$ cat config.mk
export PLATFORM = sky130hd
export DESIGN_NAME = mode_trunk_select
export DESIGN_NICKNAME = d
export VERILOG_FILES = /design/src/trunk_mode_pkg.sv /design/src/mode_trunk_select.sv /design/src/trunk_decoder.sv
export SDC_FILE = /design/constraint.sdc
export NUM_CORES = 1
export LEC_CHECK = 0
export ABC_CLOCK_PERIOD_IN_PS = 7350
export BUFFER_PORTS_ARGS = -buffer_cell sky130_fd_sc_hd__buf_4
export CORE_UTILIZATION = 44
export DETAILED_ROUTE_END_ITERATION = 10
export GPL_ROUTABILITY_DRIVEN = 1
export PLACE_DENSITY_LB_ADDON = 0.25
export SLEW_MARGIN = 20
export SYNTH_ARGS = -nofsm -noshare
export SYNTH_HDL_FRONTEND = slang
export SYNTH_HIERARCHICAL = 1
export SYNTH_SLANG_ARGS = --single-unit
$ cat constraint.sdc
create_clock -name clk -period 7.35 [get_ports clk]
set_input_delay 0.3675 -clock clk [delete_from_list [all_inputs] [get_ports clk]]
set_output_delay 0.3675 -clock clk [all_outputs]
set_load 0.01 [all_outputs]
$ cat src/trunk_mode_pkg.sv
// Shared constants and types for the mode and trunk select logic
package trunk_mode_pkg;
   // Register bus widths
   localparam int ADDR_WIDTH = 16;
   localparam int DATA_WIDTH = 32;
   // Peripheral space bit of the host address
   localparam int PERIPHERAL_SPACE_BIT = 15;
   // Register byte addresses (peripheral space bit set)
   localparam logic [15:0] ROW_DRIVE_ADDR    = 16'h8000;
   localparam logic [15:0] COLUMN_SENSE_ADDR = 16'h8004;
   localparam logic [15:0] MODE_CTRL_ADDR    = 16'h8008;
   localparam logic [15:0] MODE_STATUS_ADDR  = 16'h800C;
   localparam logic [15:0] TRUNK_SELECT_ADDR = 16'h8010;
   localparam logic [15:0] TRUNK_STATUS_ADDR = 16'h8014;
   // Register indices returned by the decoder
   localparam logic [2:0] IDX_ROW_DRIVE    = 3'h0;
   localparam logic [2:0] IDX_COLUMN_SENSE = 3'h1;
   localparam logic [2:0] IDX_MODE_CTRL    = 3'h2;
   localparam logic [2:0] IDX_MODE_STATUS  = 3'h3;
   localparam logic [2:0] IDX_TRUNK_SELECT = 3'h4;
   localparam logic [2:0] IDX_TRUNK_STATUS = 3'h5;
   localparam logic [2:0] IDX_NONE         = 3'h7;
   // Field positions
   localparam int ROW_INDEX_LSB      = 0;
   localparam int EXTERNAL_SELECT_BIT = 0;
   localparam int STATUS_STATE_LSB   = 0;
   localparam int STATUS_FIRST_BIT   = 8;
   localparam int STATUS_SECOND_BIT  = 9;
   localparam int STATUS_LED_LSB     = 12;
   localparam int TRUNK_FUNC_LSB     = 0;
   localparam int TRUNK_NUMBER_LSB   = 4;
   // Reset values
   localparam logic [1:0] ROW_INDEX_RESET       = 2'h0;
   localparam logic       EXTERNAL_SELECT_RESET = 1'b0;
   localparam logic [3:0] FUNC_ADDR_RESET       = 4'h0;
   localparam logic [4:0] NUMBER_RESET          = 5'h00;
   // Bus responses
   localparam logic [1:0] RESP_OKAY   = 2'h0;
   localparam logic [1:0] RESP_SLVERR = 2'h2;
   // Matrix and trunk geometry
   localparam int ROW_COUNT    = 4;
   localparam int COLUMN_COUNT = 6;
   localparam int TRUNK_COUNT  = 24;
   localparam logic [3:0] TRUNK_FUNC_PATTERN = 4'hC;
   localparam logic [4:0] TRUNK_LAST_INDEX   = 5'h17;
   // Mode key bit positions
   localparam int KEY_COMPUTE    = 0;
   localparam int KEY_INITIAL    = 1;
   localparam int KEY_HOLD       = 2;
   localparam int KEY_REPETITIVE = 3;
   // Synchronised pin bundle width
   localparam int PIN_WIDTH = 17;

   // Mode controller states, one-hot
   typedef enum logic [4:0] {
      MODE_HOLD         = 5'h01,
      MODE_INITIAL      = 5'h02,
      MODE_COMPUTE      = 5'h04,
      MODE_REPET_INIT   = 5'h08,
      MODE_REPET_RUN    = 5'h10
   } mode_state_type;

   // Latched trunk address and number lines
   typedef struct packed {
      logic [4:0] trunk_number_lines;
      logic [3:0] trunk_function_address;
   } trunk_select_type;

   // External pins passing the synchroniser
   typedef struct packed {
      logic       reset_key_n;
      logic       ramp_at_top;
      logic       ramp_at_bottom;
      logic [3:0] external_mode_n;
      logic [3:0] mode_key_n;
      logic [5:0] column_sense;
   } pin_bundle_type;
endpackage

$ cat src/mode_trunk_select.sv
// Keyboard scan, mode control and trunk select logic with register slave
// Operation
// - A pressed key in the driven row reads high on its column sense line.
// - Mode keys are active low, pulling their select line to ground.
// - A mode indicator lights only after the mode circuit has taken up that mode.
// - The reset key drives the processor reset through the pin synchroniser, filter and an output register.
// - Compute gives 0/1, initial condition 1/0 and hold 1/1 on the integrator lines.
// - Repetitive mode alternates initial and compute each time the ramp nears a limit.
// - The mode input stage buffers the keys and picks internal or external control.
// - Trunk multiplexers are enabled only for function address pattern 1100.
// - The five number lines select trunk 0 to 23 as a binary index.
//
// Added by the designer: the AXI4-Lite register port and the address map.
`timescale 1ns/1ps
module mode_trunk_select (
   // Clock and reset
   input  wire logic        clk,
   input  wire logic        reset_n,
   // AXI4-Lite slave
   input  wire logic [15:0] s_axi_awaddr,
   input  wire logic        s_axi_awvalid,
   output logic             s_axi_awready,
   input  wire logic [31:0] s_axi_wdata,
   input  wire logic [3:0]  s_axi_wstrb,
   input  wire logic        s_axi_wvalid,
   output logic             s_axi_wready,
   output logic [1:0]       s_axi_bresp,
   output logic             s_axi_bvalid,
   input  wire logic        s_axi_bready,
   input  wire logic [15:0] s_axi_araddr,
   input  wire logic        s_axi_arvalid,
   output logic             s_axi_arready,
   output logic [31:0]      s_axi_rdata,
   output logic [1:0]       s_axi_rresp,
   output logic             s_axi_rvalid,
   input  wire logic        s_axi_rready,
   // Keyboard pins
   output logic [3:0]       row_drive,
   input  wire logic [5:0]  column_sense,
   input  wire logic [3:0]  mode_key_n,
   input  wire logic [3:0]  external_mode_n,
   input  wire logic        reset_key_n,
   output logic [3:0]       mode_led,
   output logic             processor_reset_n,
   // Ramp comparators and integrator control
   input  wire logic        ramp_at_top,
   input  wire logic        ramp_at_bottom,
   output logic             integrator_first,
   output logic             integrator_second,
   // Trunk multiplexer enables
   output logic [23:0]      trunk_enable
);
   // Decode a byte address into a register index
   function automatic logic [2:0] decode_reg(input logic [15:0] addr);
      logic [2:0] idx;
      idx = trunk_mode_pkg::IDX_NONE;
      if (addr[trunk_mode_pkg::PERIPHERAL_SPACE_BIT]) begin
         case (addr)
            trunk_mode_pkg::ROW_DRIVE_ADDR:    idx = trunk_mode_pkg::IDX_ROW_DRIVE;
            trunk_mode_pkg::COLUMN_SENSE_ADDR: idx = trunk_mode_pkg::IDX_COLUMN_SENSE;
            trunk_mode_pkg::MODE_CTRL_ADDR:    idx = trunk_mode_pkg::IDX_MODE_CTRL;
            trunk_mode_pkg::MODE_STATUS_ADDR:  idx = trunk_mode_pkg::IDX_MODE_STATUS;
            trunk_mode_pkg::TRUNK_SELECT_ADDR: idx = trunk_mode_pkg::IDX_TRUNK_SELECT;
            trunk_mode_pkg::TRUNK_STATUS_ADDR: idx = trunk_mode_pkg::IDX_TRUNK_STATUS;
            default:                           idx = trunk_mode_pkg::IDX_NONE;
         endcase
      end
      return idx;
   endfunction

   // Merge write data into a register under the byte strobes
   function automatic logic [31:0] apply_strobe(input logic [31:0] old_value,
                                                input logic [31:0] new_value,
                                                input logic [3:0]  strobe);
      logic [31:0] merged;
      merged = old_value;
      for (int b = 0; b < 4; b++) begin
         if (strobe[b]) begin
            merged[b*8 +: 8] = new_value[b*8 +: 8];
         end
      end
      return merged;
   endfunction

   // A pin change counts once the second and third stages agree
   function automatic logic [16:0] agree_filter(input logic [16:0] stage2,
                                                input logic [16:0] stage3,
                                                input logic [16:0] held);
      return (stage2 & stage3) | (held & (stage2 | stage3));
   endfunction

   logic                                  rst_s1;
   logic                                  rst_n_sync;
   logic [16:0]                           pin_s1;
   logic [16:0]                           pin_s2;
   logic [16:0]                           pin_s3;
   trunk_mode_pkg::pin_bundle_type        pin_filt;
   trunk_mode_pkg::pin_bundle_type        next_pin_filt;
   logic                                  aw_held;
   logic                                  next_aw_held;
   logic [15:0]                           aw_addr;
   logic [15:0]                           next_aw_addr;
   logic                                  w_held;
   logic                                  next_w_held;
   logic [31:0]                           w_data;
   logic [31:0]                           next_w_data;
   logic [3:0]                            w_strb;
   logic [3:0]                            next_w_strb;
   logic                                  next_awready;
   logic                                  next_wready;
   logic                                  next_bvalid;
   logic [1:0]                            next_bresp;
   logic                                  next_arready;
   logic                                  next_rvalid;
   logic [31:0]                           next_rdata;
   logic [1:0]                            next_rresp;
   logic [1:0]                            row_index;
   logic [1:0]                            next_row_index;
   logic                                  external_select;
   logic                                  next_external_select;
   trunk_mode_pkg::trunk_select_type      trunk_select;
   trunk_mode_pkg::trunk_select_type      next_trunk_select;
   trunk_mode_pkg::mode_state_type        mode_state;
   trunk_mode_pkg::mode_state_type        next_mode_state;
   logic [3:0]                            active_mode_n;
   logic [23:0]                           decoded_enable;
   logic [31:0]                           write_merged;
   logic [2:0]                            write_idx;
   logic [2:0]                            read_idx;

   // Reset release through two flip-flops
   always_ff @(posedge clk or negedge reset_n) begin
      if (!reset_n) begin
         rst_s1     <= 1'b0;
         rst_n_sync <= 1'b0;
      end else begin
         rst_s1     <= 1'b1;
         rst_n_sync <= rst_s1;
      end
   end

   // Pin synchroniser and agreement filter
   assign next_pin_filt = agree_filter(pin_s2, pin_s3, pin_filt);
   always_ff @(posedge clk or negedge rst_n_sync) begin
      // Idle levels: reset key up, ramps clear, mode lines released, no column
      if (!rst_n_sync) begin
         pin_s1   <= 17'h13FC0;
         pin_s2   <= 17'h13FC0;
         pin_s3   <= 17'h13FC0;
         pin_filt <= 17'h13FC0;
      end else begin
         pin_s1   <= {reset_key_n, ramp_at_top, ramp_at_bottom, external_mode_n,
                      mode_key_n, column_sense};
         pin_s2   <= pin_s1;
         pin_s3   <= pin_s2;
         pin_filt <= next_pin_filt;
      end
   end

   // Bus channel handshakes and write decode
   always_comb begin
      next_aw_held = aw_held;
      next_aw_addr = aw_addr;
      next_w_held  = w_held;
      next_w_data  = w_data;
      next_w_strb  = w_strb;
      next_bvalid  = s_axi_bvalid;
      next_bresp   = s_axi_bresp;
      next_row_index       = row_index;
      next_external_select = external_select;
      next_trunk_select    = trunk_select;
      write_idx    = decode_reg(aw_addr);
      write_merged = 32'h00000000;
      if (s_axi_awvalid && s_axi_awready) begin
         next_aw_held = 1'b1;
         next_aw_addr = s_axi_awaddr;
      end
      if (s_axi_wvalid && s_axi_wready) begin
         next_w_held = 1'b1;
         next_w_data = s_axi_wdata;
         next_w_strb = s_axi_wstrb;
      end
      if (s_axi_bvalid && s_axi_bready) begin
         next_bvalid = 1'b0;
      end
      if (aw_held && w_held && !s_axi_bvalid) begin
         next_aw_held = 1'b0;
         next_w_held  = 1'b0;
         next_bvalid  = 1'b1;
         next_bresp   = trunk_mode_pkg::RESP_OKAY;
         case (write_idx)
            trunk_mode_pkg::IDX_ROW_DRIVE: begin
               write_merged   = apply_strobe({30'h0, row_index}, w_data, w_strb);
               next_row_index = write_merged[trunk_mode_pkg::ROW_INDEX_LSB +: 2];
            end
            trunk_mode_pkg::IDX_MODE_CTRL: begin
               write_merged = apply_strobe({31'h0, external_select}, w_data, w_strb);
               next_external_select = write_merged[trunk_mode_pkg::EXTERNAL_SELECT_BIT];
            end
            trunk_mode_pkg::IDX_TRUNK_SELECT: begin
               write_merged      = apply_strobe({23'h0, trunk_select}, w_data, w_strb);
               next_trunk_select = write_merged[8:0];
            end
            trunk_mode_pkg::IDX_COLUMN_SENSE,
            trunk_mode_pkg::IDX_MODE_STATUS,
            trunk_mode_pkg::IDX_TRUNK_STATUS: begin
               write_merged = 32'h00000000; // Read-only, write ignored
            end
            default: begin
               next_bresp = trunk_mode_pkg::RESP_SLVERR;
            end
         endcase
      end
      next_awready = !next_aw_held && !next_bvalid;
      next_wready  = !next_w_held && !next_bvalid;
   end

   // Read channel and register read mux
   always_comb begin
      next_rvalid = s_axi_rvalid;
      next_rdata  = s_axi_rdata;
      next_rresp  = s_axi_rresp;
      read_idx    = decode_reg(s_axi_araddr);
      if (s_axi_rvalid && s_axi_rready) begin
         next_rvalid = 1'b0;
      end
      if (s_axi_arvalid && s_axi_arready) begin
         next_rvalid = 1'b1;
         next_rresp  = trunk_mode_pkg::RESP_OKAY;
         next_rdata  = 32'h00000000;
         case (read_idx)
            trunk_mode_pkg::IDX_ROW_DRIVE:    next_rdata[1:0] = row_index;
            trunk_mode_pkg::IDX_COLUMN_SENSE: next_rdata[5:0] = pin_filt.column_sense;
            trunk_mode_pkg::IDX_MODE_CTRL:    next_rdata[0] = external_select;
            trunk_mode_pkg::IDX_MODE_STATUS: begin
               next_rdata[trunk_mode_pkg::STATUS_STATE_LSB +: 5] = mode_state;
               next_rdata[trunk_mode_pkg::STATUS_FIRST_BIT]      = integrator_first;
               next_rdata[trunk_mode_pkg::STATUS_SECOND_BIT]     = integrator_second;
               next_rdata[trunk_mode_pkg::STATUS_LED_LSB +: 4]   = mode_led;
            end
            trunk_mode_pkg::IDX_TRUNK_SELECT: next_rdata[8:0] = trunk_select;
            trunk_mode_pkg::IDX_TRUNK_STATUS: next_rdata[23:0] = trunk_enable;
            default: next_rresp = trunk_mode_pkg::RESP_SLVERR;
         endcase
      end
      next_arready = !next_rvalid;
   end

   // Bus and control registers
   always_ff @(posedge clk or negedge rst_n_sync) begin
      if (!rst_n_sync) begin
         aw_held         <= 1'b0;
         aw_addr         <= 16'h0000;
         w_held          <= 1'b0;
         w_data          <= 32'h00000000;
         w_strb          <= 4'h0;
         s_axi_awready   <= 1'b0;
         s_axi_wready    <= 1'b0;
         s_axi_bvalid    <= 1'b0;
         s_axi_bresp     <= 2'h0;
         s_axi_arready   <= 1'b0;
         s_axi_rvalid    <= 1'b0;
         s_axi_rdata     <= 32'h00000000;
         s_axi_rresp     <= 2'h0;
         row_index       <= trunk_mode_pkg::ROW_INDEX_RESET;
         external_select <= trunk_mode_pkg::EXTERNAL_SELECT_RESET;
         trunk_select    <= {trunk_mode_pkg::NUMBER_RESET, trunk_mode_pkg::FUNC_ADDR_RESET};
      end else begin
         aw_held         <= next_aw_held;
         aw_addr         <= next_aw_addr;
         w_held          <= next_w_held;
         w_data          <= next_w_data;
         w_strb          <= next_w_strb;
         s_axi_awready   <= next_awready;
         s_axi_wready    <= next_wready;
         s_axi_bvalid    <= next_bvalid;
         s_axi_bresp     <= next_bresp;
         s_axi_arready   <= next_arready;
         s_axi_rvalid    <= next_rvalid;
         s_axi_rdata     <= next_rdata;
         s_axi_rresp     <= next_rresp;
         row_index       <= next_row_index;
         external_select <= next_external_select;
         trunk_select    <= next_trunk_select;
      end
   end

   // Mode source select and mode controller
   assign active_mode_n = external_select ? pin_filt.external_mode_n
                                          : pin_filt.mode_key_n;
   always_comb begin
      next_mode_state = mode_state;
      if (!active_mode_n[trunk_mode_pkg::KEY_HOLD]) begin
         next_mode_state = trunk_mode_pkg::MODE_HOLD;
      end else if (!active_mode_n[trunk_mode_pkg::KEY_INITIAL]) begin
         next_mode_state = trunk_mode_pkg::MODE_INITIAL;
      end else if (!active_mode_n[trunk_mode_pkg::KEY_COMPUTE]) begin
         next_mode_state = trunk_mode_pkg::MODE_COMPUTE;
      end else if (!active_mode_n[trunk_mode_pkg::KEY_REPETITIVE]) begin
         if (mode_state != trunk_mode_pkg::MODE_REPET_INIT &&
             mode_state != trunk_mode_pkg::MODE_REPET_RUN) begin
            next_mode_state = trunk_mode_pkg::MODE_REPET_INIT;
         end
      end
      // Ramp limit comparators flip the repetitive cycle
      case (next_mode_state)
         trunk_mode_pkg::MODE_REPET_INIT: begin
            if (pin_filt.ramp_at_bottom) next_mode_state = trunk_mode_pkg::MODE_REPET_RUN;
         end
         trunk_mode_pkg::MODE_REPET_RUN: begin
            if (pin_filt.ramp_at_top) next_mode_state = trunk_mode_pkg::MODE_REPET_INIT;
         end
         default: next_mode_state = next_mode_state;
      endcase
   end

   // Mode state and outputs that follow it one cycle later
   always_ff @(posedge clk or negedge rst_n_sync) begin
      if (!rst_n_sync) begin
         mode_state        <= trunk_mode_pkg::MODE_HOLD;
         integrator_first  <= 1'b1;
         integrator_second <= 1'b1;
         mode_led          <= 4'h0;
         row_drive         <= 4'h0;
         processor_reset_n <= 1'b0;
         trunk_enable      <= 24'h000000;
      end else begin
         mode_state <= next_mode_state;
         case (mode_state)
            trunk_mode_pkg::MODE_HOLD: begin
               integrator_first  <= 1'b1;
               integrator_second <= 1'b1;
               mode_led          <= 4'h4;
            end
            trunk_mode_pkg::MODE_INITIAL, trunk_mode_pkg::MODE_REPET_INIT: begin
               integrator_first  <= 1'b1;
               integrator_second <= 1'b0;
               mode_led          <= (mode_state == trunk_mode_pkg::MODE_INITIAL) ? 4'h2 : 4'h8;
            end
            default: begin
               integrator_first  <= 1'b0;
               integrator_second <= 1'b1;
               mode_led          <= (mode_state == trunk_mode_pkg::MODE_COMPUTE) ? 4'h1 : 4'h8;
            end
         endcase
         row_drive         <= 4'h1 << row_index;
         processor_reset_n <= pin_filt.reset_key_n;
         trunk_enable      <= decoded_enable;
      end
   end

   // Trunk channel decode
   trunk_decoder u_trunk_decoder (
      .select (trunk_select),
      .enable (decoded_enable)
   );
endmodule

$ cat src/trunk_decoder.sv
// Trunk multiplexer channel decoder
`timescale 1ns/1ps
module trunk_decoder (
   // Latched address
   input  wire trunk_mode_pkg::trunk_select_type select,
   // One-hot channel enables
   output logic [23:0]                           enable
);
   // Enable one channel only for the trunk pattern and an index in range
   always_comb begin
      enable = 24'h000000;
      if (select.trunk_function_address == trunk_mode_pkg::TRUNK_FUNC_PATTERN) begin
         if (select.trunk_number_lines <= trunk_mode_pkg::TRUNK_LAST_INDEX) begin
            enable = 24'h000001 << select.trunk_number_lines;
         end
      end
   end
endmodule

# Word level (Yosys, flattened, before mapping)
# Cells that the tools add are included.
# totals
word_cells	139
ff_bits	184
output_inout_bits	76
# classes
n_shift	2
n_reduce_logical	25
n_bitwise	4
n_lt_le_gt_ge	1
eq_ne	31
mux	40
# op_table
op	count
16-bit == test, second input constant	12
24-bit 2-to-1 mux	2
3-bit one-hot mux with 6 select lines	2
5-bit 2-to-1 mux	7
17-bit bitwise AND	2
17-bit OR	2
1-bit by 5-bit << shifter with 24-bit output, first input constant	1
4-bit one-hot mux with 2 select lines	2
3-bit by 2-bit == test with 1-bit output, second input constant	4
3-bit == test, second input constant	4
4-bit 2-to-1 mux	3
3-bit one-hot mux with 4 select lines	1
3-bit AND reduction	4
6-bit OR reduction	2
5-bit by 4-bit == test with 1-bit output, second input constant	2
1-bit logical AND	10
1-bit 2-to-1 mux	10
5-bit one-hot mux with 2 select lines	1
8-bit 2-to-1 mux	1
3-bit by 1-bit == test with 1-bit output, second input constant	2
3-bit zero test	2
2-bit 2-to-1 mux	3
3-bit 2-to-1 mux	2
1-bit one-hot mux with 3 select lines	2
16 further kinds	20

# Logic depth before layout (Yosys ltp)
# Gate-level depths: netlist of the first run.
# logic_depth
ltp_word	9
mapped_depth	5
mapped_depth_nobuf	4

# Cells and area by module
# The synthesis of the first run kept the hierarchy.
# by_module_without_submodules
module	cells_each	area_per_inst_um2	seq_area_each_um2	instances
mode_trunk_select	428	6602.6	4603.2	1
trunk_decoder	42	311.5	0.0	1

# Worst setup path before layout of the first run
# OpenSTA, ideal clock, no wires.
# synth_path
path_type	register -> register
start	register aw_addr[0]
end	register row_index[0]
arrival_time_ns	1.460
path_buffers	0
slack_ns	5.762
required_time_ns	7.222
synth_period_minus_slack_ns	1.588
stages_incl_launch_ff	5
path_cell_list	dfrtp_1 nor4_4 nand4_1 nor4_2 mux2_1
# synth_between
elab_chain_len	5
elab_cells_between_ends	10
cone_classes	eq/ne (6); mux (2); reduce/logical (2)
# synth_rtl
element	line	source
start, declared	mode_trunk_select.sv:101	logic [15:0] aw_addr;
start signal, assigned	mode_trunk_select.sv:270	aw_addr <= next_aw_addr;
16-bit == test	mode_trunk_select.sv:58	case (addr)
3-bit one-hot mux with 6 select lines *	mode_trunk_select.sv:58	
3-bit 2-to-1 mux *	mode_trunk_select.sv:57	if (addr[trunk_mode_pkg::PERIPHERAL_SPACE_BIT]) begin
3-bit zero test *	mode_trunk_select.sv:191	case (write_idx)
3-bit AND reduction (no line) *	--	
end signal, assigned	mode_trunk_select.sv:265	row_index <= trunk_mode_pkg::ROW_INDEX_RESET;
end signal, assigned	mode_trunk_select.sv:282	row_index <= next_row_index;
end, declared	mode_trunk_select.sv:117	logic [1:0] row_index;
# Every way passes the cells marked *; elsewhere a longest branch is shown, timed or not.
# A chain may end at the register's enable or synchronous reset.

==> impl_metrics.py, run 1 <==
metrics = {
    "layout": {
        "multiInputGateArea_sq_mm": 0.00213,
        "final_cell_mix": "dfrtp_1 (142), buf_4 (134), dfstp_2 (39), mux2_2 (33), nor3_1 (19)",
        "antenna_cells": 0,
        "fill_cells": 1264,
        "final_layout_size_suffix_gt1_frac": 0.437,
        "seq_area_sq_mm": 0.00461,
        "nets": 695,
        "final_common_cell": "dfrtp_1",
        "syn2layout_area_growth_pct": 24.7,
    },
    "clocking": {
        "cts_tree": "yes",
        "root_buffer": "clkbuf_16",
        "clock_latency_ns": 0.42,
        "cts.clk_slew.worst_paths_ns": 0.07,
        "cts_max_level": 4,
        "clk_path_buf_depth": 2,
        "ctsResizeCount": 0,
        "clock-sinks": 182,
        "cts_buffers": 17,
    },
    "synth": {
        "avgSynthCellArea_sq_um": 14.7,
        "yosys_warnings": 6,
        "synth_async_sr_flop_share": 1.00,
        "synth_area_sq_mm": 0.00691,
        "synth_seq_cells": 182,
        "ys_seq_area_frac": 0.666,
        "yosys.area.top_type_share": 0.518,
        "yosysTopAreaCell": "dfrtp_1",
        "synth_flop_cell": "dfrtp_1",
        "synth_cell_types": 66,
        "synth-edff-count": 0,
        "netlist_instances": 470,
        "yosys-top-cells-area": "dfrtp_1 (52%), dfstp_2 (15%), mux2_2 (5.4%)",
    },
    "place": {
        "numPortBuffers": 132,
        "dpl.hpwl_um": 9590,
        "gp_congestion": 0.802,
    },
    "global_routing": {
        "grt_use_met1": 0.230,
        "grt.total_usage": 0.178,
        "met3_usage": 0.0603,
        "grt_start_max_net_pins": 76,
        "antenna_found_initial": 0,
        "grt_pass1_wl_um": 22000,
        "overflow": 0,
        "grt_busiest_layer": "met2",
        "grt_util_met2": 0.279,
        "grt_pass1_vias": 4299,
    },
    "routing": {
        "drt_iter0_markers": 204,
        "wirelength_um": 13200,
        "drc": 0,
        "vias": 4158,
        "wl_per_cell_um": 16.0,
        "postRouteAntennaNets": 0,
        "vias_per_cell": 5.03,
        "firstDrtPassIters": 4,
    },
    "setup_path": {
        "crit_buf_inv": 1,
        "cp.arrival_ns": 2.28,
        "worstPathCellList": "buf_4",
        "required_ns": 7.77,
        "cp_slowest_stage_delay_ns": 0.93,
        "critical_path_class": "register to asynchronous set/reset pin",
        "crit_path_top_delay_cell": "dfrtp_4",
        "cp_max_fo": 75,
        "crit_family": "flip-flops",
        "end_kind": "asynchronous set/reset pin",
        "start_kind": "register",
    },
    "sta": {
        "report.final.slew_viol_count": 0,
        "max_slew_margin": 0.383,
        "worst_pin_slew_ns": 0.925,
        "hold_slack_ns": 0.0457,
        "finalHoldViolations": 0,
        "post-route-min-period_ns": 1.85,
        "fmax_mhz": 540,
        "period_share": 0.252,
        "setup_tns_ns": 0,
        "rsz0062_at_grt": "false",
        "finClkSkew_ns": 0.00657,
        "setup_viol": 0,
    },
    "floorplan": {
        "ios": 168,
        "die_h_um": 127,
        "rows": 45,
        "dieArea_sq_mm": 0.0162,
        "initial_core_util": 0.453,
        "dieWidth_um": 127,
        "coreArea_sq_mm": 0.0153,
    },
    "outcome": {
        "status": "finished clean",
    },
    "pwr": {
        "p_per_area_mw_per_mm2": 277,
        "p_leak_nw": 3.95,
        "ir_drop_mv": 0.157,
    },
    "hold_path": {
        "hold_path.class": "input pin to register",
    },
    "run": {
        "maxCapViolations": 0,
    },
}
## cells by family after synthesis
logic type / share of synthesized area
adder cells (fa/ha/maj): 0.0246
flip-flops: 0.666
other: 0.00109
multiplexers: 0.0950
buffers and inverters: 0.0306
AO/OA/AOI/OAI: 0.0586
AND/OR/NAND/NOR: 0.121
XOR/XNOR: 0.00380
## power breakdown
group / total, mW / switching [mW] / internal, mW
combinational: 0.284 / 0.120 / 0.164
sequential: 1.25 / 0.108 / 1.14
clock: 0.856 / 0.379 / 0.477
## sequential cells by signal, summed over array words and instances, names as in the netlist, 5 cells and up
register and count:
w_data 9, pin_filt 17, mode_state 5, pin_s1 17, pin_s3 17, s_axi_rdata 24
trunk_enable 24, aw_addr 16, pin_s2 17, trunk_select 9
## through the flow
stage | setup WS, ns | instance area, sq um | instances | power, mW | util
global placement | 5.41 | 8040 | 794 | 1.54 | 0.527
floorplan | 1.97 | 6950 | 479 | 1.44 | -
global route | 5.17 | 8620 | 827 | 2.51 | 0.565
finish | 5.50 | 8620 | 827 | 2.39 | 0.565
CTS | 5.40 | 8620 | 827 | 2.42 | 0.565
detailed placement | 5.32 | 8040 | 794 | 1.56 | 0.527
## Yosys cell counts, types with 3 or more instances
| cell type | number |
|---|---|
| dfstp_2 | 39 |
| and2_1 | 8 |
| a22o_1 | 10 |
| o21ai_0 | 7 |
| nor3_1 | 19 |
| dfrtp_1 | 143 |
| mux2_4 | 8 |
| mux2i_1 | 12 |
| o21ai_1 | 6 |
| nand3_1 | 3 |
| inv_1 | 7 |
| a21oi_1 | 6 |
| nor2b_1 | 8 |
| and3_1 | 3 |
| mux2_1 | 4 |
| nand3b_1 | 4 |
| nor2_1 | 11 |
| clkbuf_1 | 9 |
| a221o_1 | 5 |
| nor3_2 | 7 |
| buf_4 | 11 |
| mux2_2 | 33 |
| maj3_1 | 17 |
| buf_6 | 3 |
| nor4_4 | 3 |
| nand2_1 | 17 |
| nand4b_1 | 3 |
| buf_2 | 7 |
| nor4_2 | 6 |
| a32oi_1 | 3 |
## routing by layer
layer	wire (um)	share of wire
met5	0	0
met4	142	0.011
met3	891	0.067
met2	6430	0.49
met1	5740	0.43
## area by class of cell
cell class,instances,area share
sequential,182,0.534
inverter,7,0.00305
multi-input combinational,260,0.247
timing repair buffer,135,0.118
clock buffer,21,0.0559
tap,211,0.0306
clock inverter,11,0.0106
## final timing paths
kind                                    startpoint              end  slack [ns]  cells past startpoint
worst max-delay path                    rst_n_sync  s_axi_rdata[22]        5.50                      1
max in group clk                        aw_addr[9]     row_index[1]        5.54                      4
worst min register to register           pin_s1[9]        pin_s2[9]        0.35                      0
min in group asynchronous                  reset_n       rst_n_sync        0.26                      2
worst max register to register          rst_n_sync  s_axi_rdata[22]        5.50                      1
worst min-delay path            external_mode_n[3]       pin_s1[13]        0.05                      1
## repair_timing
item	CTS	global route
hold endpoints to repair	2	0
buffers inserted	0	0
hold buffers	1	0
No activity file was read; power rests on OpenSTA's default activity.
==> run 2: changes to the inputs <==
ABC_CLOCK_PERIOD_IN_PS = 1800   (was 7350)
clock period = 1.8 ns   (was 7.35 ns; I/O delays follow)
==> impl_metrics.py, run 2 (same netlist as run 1, synthesis figures left out) <==
metrics = {
    "sta": {
        "worst_pin_slew_ns": 0.539,
        "hold_slack_ns": 0.0544,
        "max_slew_margin": 0.636,
        "report.final.slew_viol_count": 0,
        "finalHoldViolations": 0,
        "finClkSkew_ns": 0.00868,
        "fmax_mhz": 572,
        "period_share": 0.972,
        "setup_viol": 0,
        "post-route-min-period_ns": 1.75,
        "rsz0062_at_grt": "true",
    },
    "setup_path": {
        "cp_slowest_stage_delay_ns": 0.41,
        "crit_path_top_delay_cell": "dfrtp_1",
        "cpMostUsedCell": "nor4_4",
        "required_ns": 2.10,
        "r2r_setup_slack_ns": 0.05,
        "cp_max_fo": 3,
        "end_kind": "register",
        "cp.arrival_ns": 2.05,
        "start_kind": "register",
        "critical_path_class": "register to register",
        "worstPathCellList": "nor4_4, nand4_1, buf_4, nor4_4, mux2_1",
    },
    "routing": {
        "vias": 4369,
        "vias_per_cell": 4.90,
        "drc": 0,
        "firstDrtPassIters": 4,
        "wl_per_cell_um": 15.5,
        "wirelength_um": 13800,
        "postRouteAntennaNets": 0,
        "drt_iter0_markers": 124,
    },
    "layout": {
        "fin_cells": 891,
        "final_common_cell": "buf_4",
        "antenna_cells": 0,
        "final_util": 0.608,
        "reg.largest.list": "s_axi_rdata (24), trunk_enable (24)",
        "fill_cells": 1167,
        "final_cell_mix": "buf_4 (145), dfrtp_1 (142), dlygate4sd3_1 (51), dfstp_2 (39), mux2_2 (33)",
        "syn2layout_area_growth_pct": 34.1,
        "nets": 759,
        "fin_area_sq_mm": 0.00927,
        "final_layout_size_suffix_gt1_frac": 0.422,
    },
    "global_routing": {
        "antenna_found_initial": 0,
        "grt_start_max_net_pins": 54,
        "overflow": 0,
        "grt_pass1_vias": 4576,
        "grt.total_usage": 0.186,
        "grt_pass1_wl_um": 23100,
    },
    "clocking": {
        "cts_buffers": 17,
        "cts_tree": "yes",
        "cts.clk_slew.worst_paths_ns": 0.07,
        "root_buffer": "clkbuf_16",
        "clock-sinks": 182,
        "clock_latency_ns": 0.42,
        "clk_path_buf_depth": 2,
        "cts_max_level": 4,
    },
    "pwr": {
        "ir_drop_mv": 0.749,
        "p_leak_nw": 4.23,
        "p_per_area_mw_per_mm2": 1070,
    },
    "floorplan": {
        "initial_core_util": 0.453,
        "ios": 168,
        "dieWidth_um": 127,
        "coreArea_sq_mm": 0.0153,
        "die_h_um": 127,
        "dieArea_sq_mm": 0.0162,
        "rows": 45,
    },
    "outcome": {
        "status": "finished clean",
    },
    "hold_path": {
        "hold_path.class": "input pin to register",
    },
    "place": {
        "gp_congestion": 0.837,
        "dpl.hpwl_um": 9930,
        "postPlaceCellArea_sq_mm": 0.00817,
        "dpl.cell_count": 807,
        "numPortBuffers": 132,
    },
    "run": {
        "maxCapViolations": 0,
    },
}
-- run 2: worst paths after layout --
path | startpoint | endpoint | cells after the start
setup / recovery | aw_addr[14] | row_index[0] | 5
hold / removal | s_axi_araddr[4] | s_axi_rdata[0] | 3
setup reg to reg | aw_addr[14] | row_index[0] | 5
hold reg to reg | rst_n_sync | pin_s1[0] | 0
max in group asynchronous | rst_n_sync | integrator_second | 1
min in group asynchronous | rst_n_sync | pin_s1[0] | 0
-- run 2: critical path, delay by kind of cell, from the launching register on --
family                 cells  cell delay [ns]
buffers and inverters      1             0.18
flip-flops                 1             0.41
multiplexers               1             0.35
AND/OR/NAND/NOR            3             0.70
-- run 2: through the flow --
step           setup slack [ns]  TNS [ns]  total power, mW
6_report                 0.0510         0             9.90
5_1_grt                 -0.0523    -0.106             10.4
4_1_cts                  0.0244         0             10.0
3_5_place_dp             0.0371         0             6.41
3_3_place_gp              0.105         0             6.33
2_1_floorplan           -0.0496     -6.99             5.90
-- run 2: area by class of cell --
cell class | count | area, sq um | area share
Sequential cell | 182 | 4610 | 0.497
Clock inverter | 15 | 135 | 0.0146
Multi-Input combinational cell | 260 | 2160 | 0.232
Inverter | 7 | 26.3 | 0.00283
Tap cell | 211 | 264 | 0.0285
Timing Repair Buffer | 199 | 1660 | 0.179
Clock buffer | 17 | 425 | 0.0459
-- run 2: per-layer routing --
metal  global-route usage  part of all wire
met3               0.0494             0.059
met1                0.239              0.43
met4               0.0672             0.016
met2                0.305              0.49
met5                    0                 0
-- run 2: report_power, final --
group | switching, mW | internal (mW)
logic | 0.556 | 0.788
registers | 0.422 | 4.66
clock network | 1.64 | 1.83
-- run 2: repair_timing --
item                                   4_1_cts  5_1_grt
hold buffers                                51        0
setup buffers                                0        1
endpoints found under the hold margin       52        0
setup endpoints to repair                    0        8
gates resized for setup                      0        4
==> run 3: changes to the inputs <==
CORE_ASPECT_RATIO = 0.6   (was unset)
SKIP_CTS_REPAIR_TIMING = 1   (was unset)
==> impl_metrics.py, run 3 (same netlist as run 1, synthesis figures left out) <==
metrics = {
    "floorplan": {
        "rows": 35,
        "ios": 168,
        "die_h_um": 99.1,
        "initial_core_util": 0.451,
        "coreArea_sq_mm": 0.0153,
        "dieArea_sq_mm": 0.0162,
        "dieWidth_um": 164,
    },
    "layout": {
        "fin_cells": 883,
        "final_common_cell": "buf_4",
        "final_layout_size_suffix_gt1_frac": 0.415,
        "final_util": 0.607,
        "fill_cells": 1190,
        "antenna_cells": 0,
        "nets": 759,
        "final_cell_mix": "buf_4 (147), dfrtp_1 (142), dlygate4sd3_1 (51), dfstp_2 (39), mux2_2 (33)",
        "syn2layout_area_growth_pct": 34.6,
        "multiInputGateArea_sq_mm": 0.00214,
        "fin_area_sq_mm": 0.00930,
        "seq_area_sq_mm": 0.00461,
        "reg.largest.list": "s_axi_rdata (24), trunk_enable (24)",
    },
    "sta": {
        "setup_tns_ns": 0,
        "worst_pin_slew_ns": 0.613,
        "fmax_mhz": 557,
        "finalHoldViolations": 0,
        "post-route-min-period_ns": 1.80,
        "max_slew_margin": 0.590,
        "rsz0062_at_grt": "true",
        "period_share": 0.997,
        "setup_viol": 0,
        "worst_slack_ns": 0.00462,
        "finClkSkew_ns": 0.00980,
        "report.final.slew_viol_count": 0,
        "hold_slack_ns": 0.00981,
    },
    "outcome": {
        "status": "finished clean",
    },
    "setup_path": {
        "reg2reg_depth": 4,
        "cp.arrival_ns": 2.09,
        "worstSetupStartpoint": "aw_addr[9]",
        "r2r-end": "row_index[0]",
        "required_ns": 2.10,
        "end_kind": "register",
        "critical_path_class": "register to register",
        "r2r_setup_slack_ns": 0.005,
        "cp_max_fo": 3,
        "start_kind": "register",
        "cp-endpoint": "row_index[0]",
        "timing.rr.start": "aw_addr[9]",
    },
    "place": {
        "dpl.cell_count": 800,
        "numPortBuffers": 132,
        "postPlaceCellArea_sq_mm": 0.00814,
        "dpl.hpwl_um": 10900,
        "pre_cts_ws_ns": 0.0213,
        "gp_congestion": 0.880,
    },
    "global_routing": {
        "grt.total_usage": 0.195,
        "grt_start_max_net_pins": 71,
        "grt_pass1_wl_um": 23800,
        "overflow": 0,
        "antenna_found_initial": 0,
        "grt_pass1_vias": 4401,
    },
    "routing": {
        "vias_per_cell": 5.12,
        "wl_met3_um": 1200,
        "drc": 0,
        "postRouteAntennaNets": 0,
        "met2_length_um": 6500,
        "top_layer": "met4",
        "wirelength_um": 15100,
        "firstDrtPassIters": 4,
        "drt_iter0_markers": 272,
        "met1_length_um": 7180,
        "vias": 4521,
        "wl_per_cell_um": 17.1,
    },
    "hold_path": {
        "holdCritStartpoint": "s_axi_araddr[3]",
        "hold_path.class": "input pin to register",
        "whs_path_depth": 2,
    },
    "pwr": {
        "p_per_area_mw_per_mm2": 1120,
        "p_leak_nw": 4.27,
        "finalPower_mw": 10.4,
        "ir_drop_mv": 0.796,
    },
    "clocking": {
        "cts_buffers": 17,
        "clock_latency_ns": 0.42,
        "cts_tree": "yes",
        "cts.clk_slew.worst_paths_ns": 0.06,
        "cts_max_level": 4,
        "clock-sinks": 182,
        "root_buffer": "clkbuf_16",
        "clk_path_buf_depth": 2,
    },
    "run": {
        "maxCapViolations": 0,
    },
}
run 3: worst min path at each step:
stage,slack [ns],end
floorplan,-0.21,rst_s1
global placement,-0.13,rst_s1
detailed placement,-0.12,rst_s1
CTS,-0.57,rst_n_sync
global route,0.007,s_axi_rdata[5]
finish,0.01,s_axi_rdata[5]
run 3: report_power, final:
group	total [mW]	switching, mW	internal (mW)
logic	1.38	0.582	0.793
registers	5.10	0.437	4.66
clock network	3.91	1.53	2.38
run 3: worst max-delay path, stage by stage, from the launching register on:
cell and delay (ns):
dfrtp_1 0.41, nor4_4 0.37, nand4_1 0.22, nor4_2 0.33, mux2_1 0.35
run 3: metal layers:
layer,vias to the layer above,GRT usage
met5,-,0
met4,0,0.0662
met3,17,0.0584
met2,165,0.273
met1,2275,0.289
li1,2064,-
run 3: final cells by class:
class | count | share of cell area
clock inverter | 6 | 0.00753
sequential | 182 | 0.495
timing repair buffer | 199 | 0.176
multi-input combinational | 260 | 0.230
inverter | 7 | 0.00282
tap | 203 | 0.0273
clock buffer | 26 | 0.0619
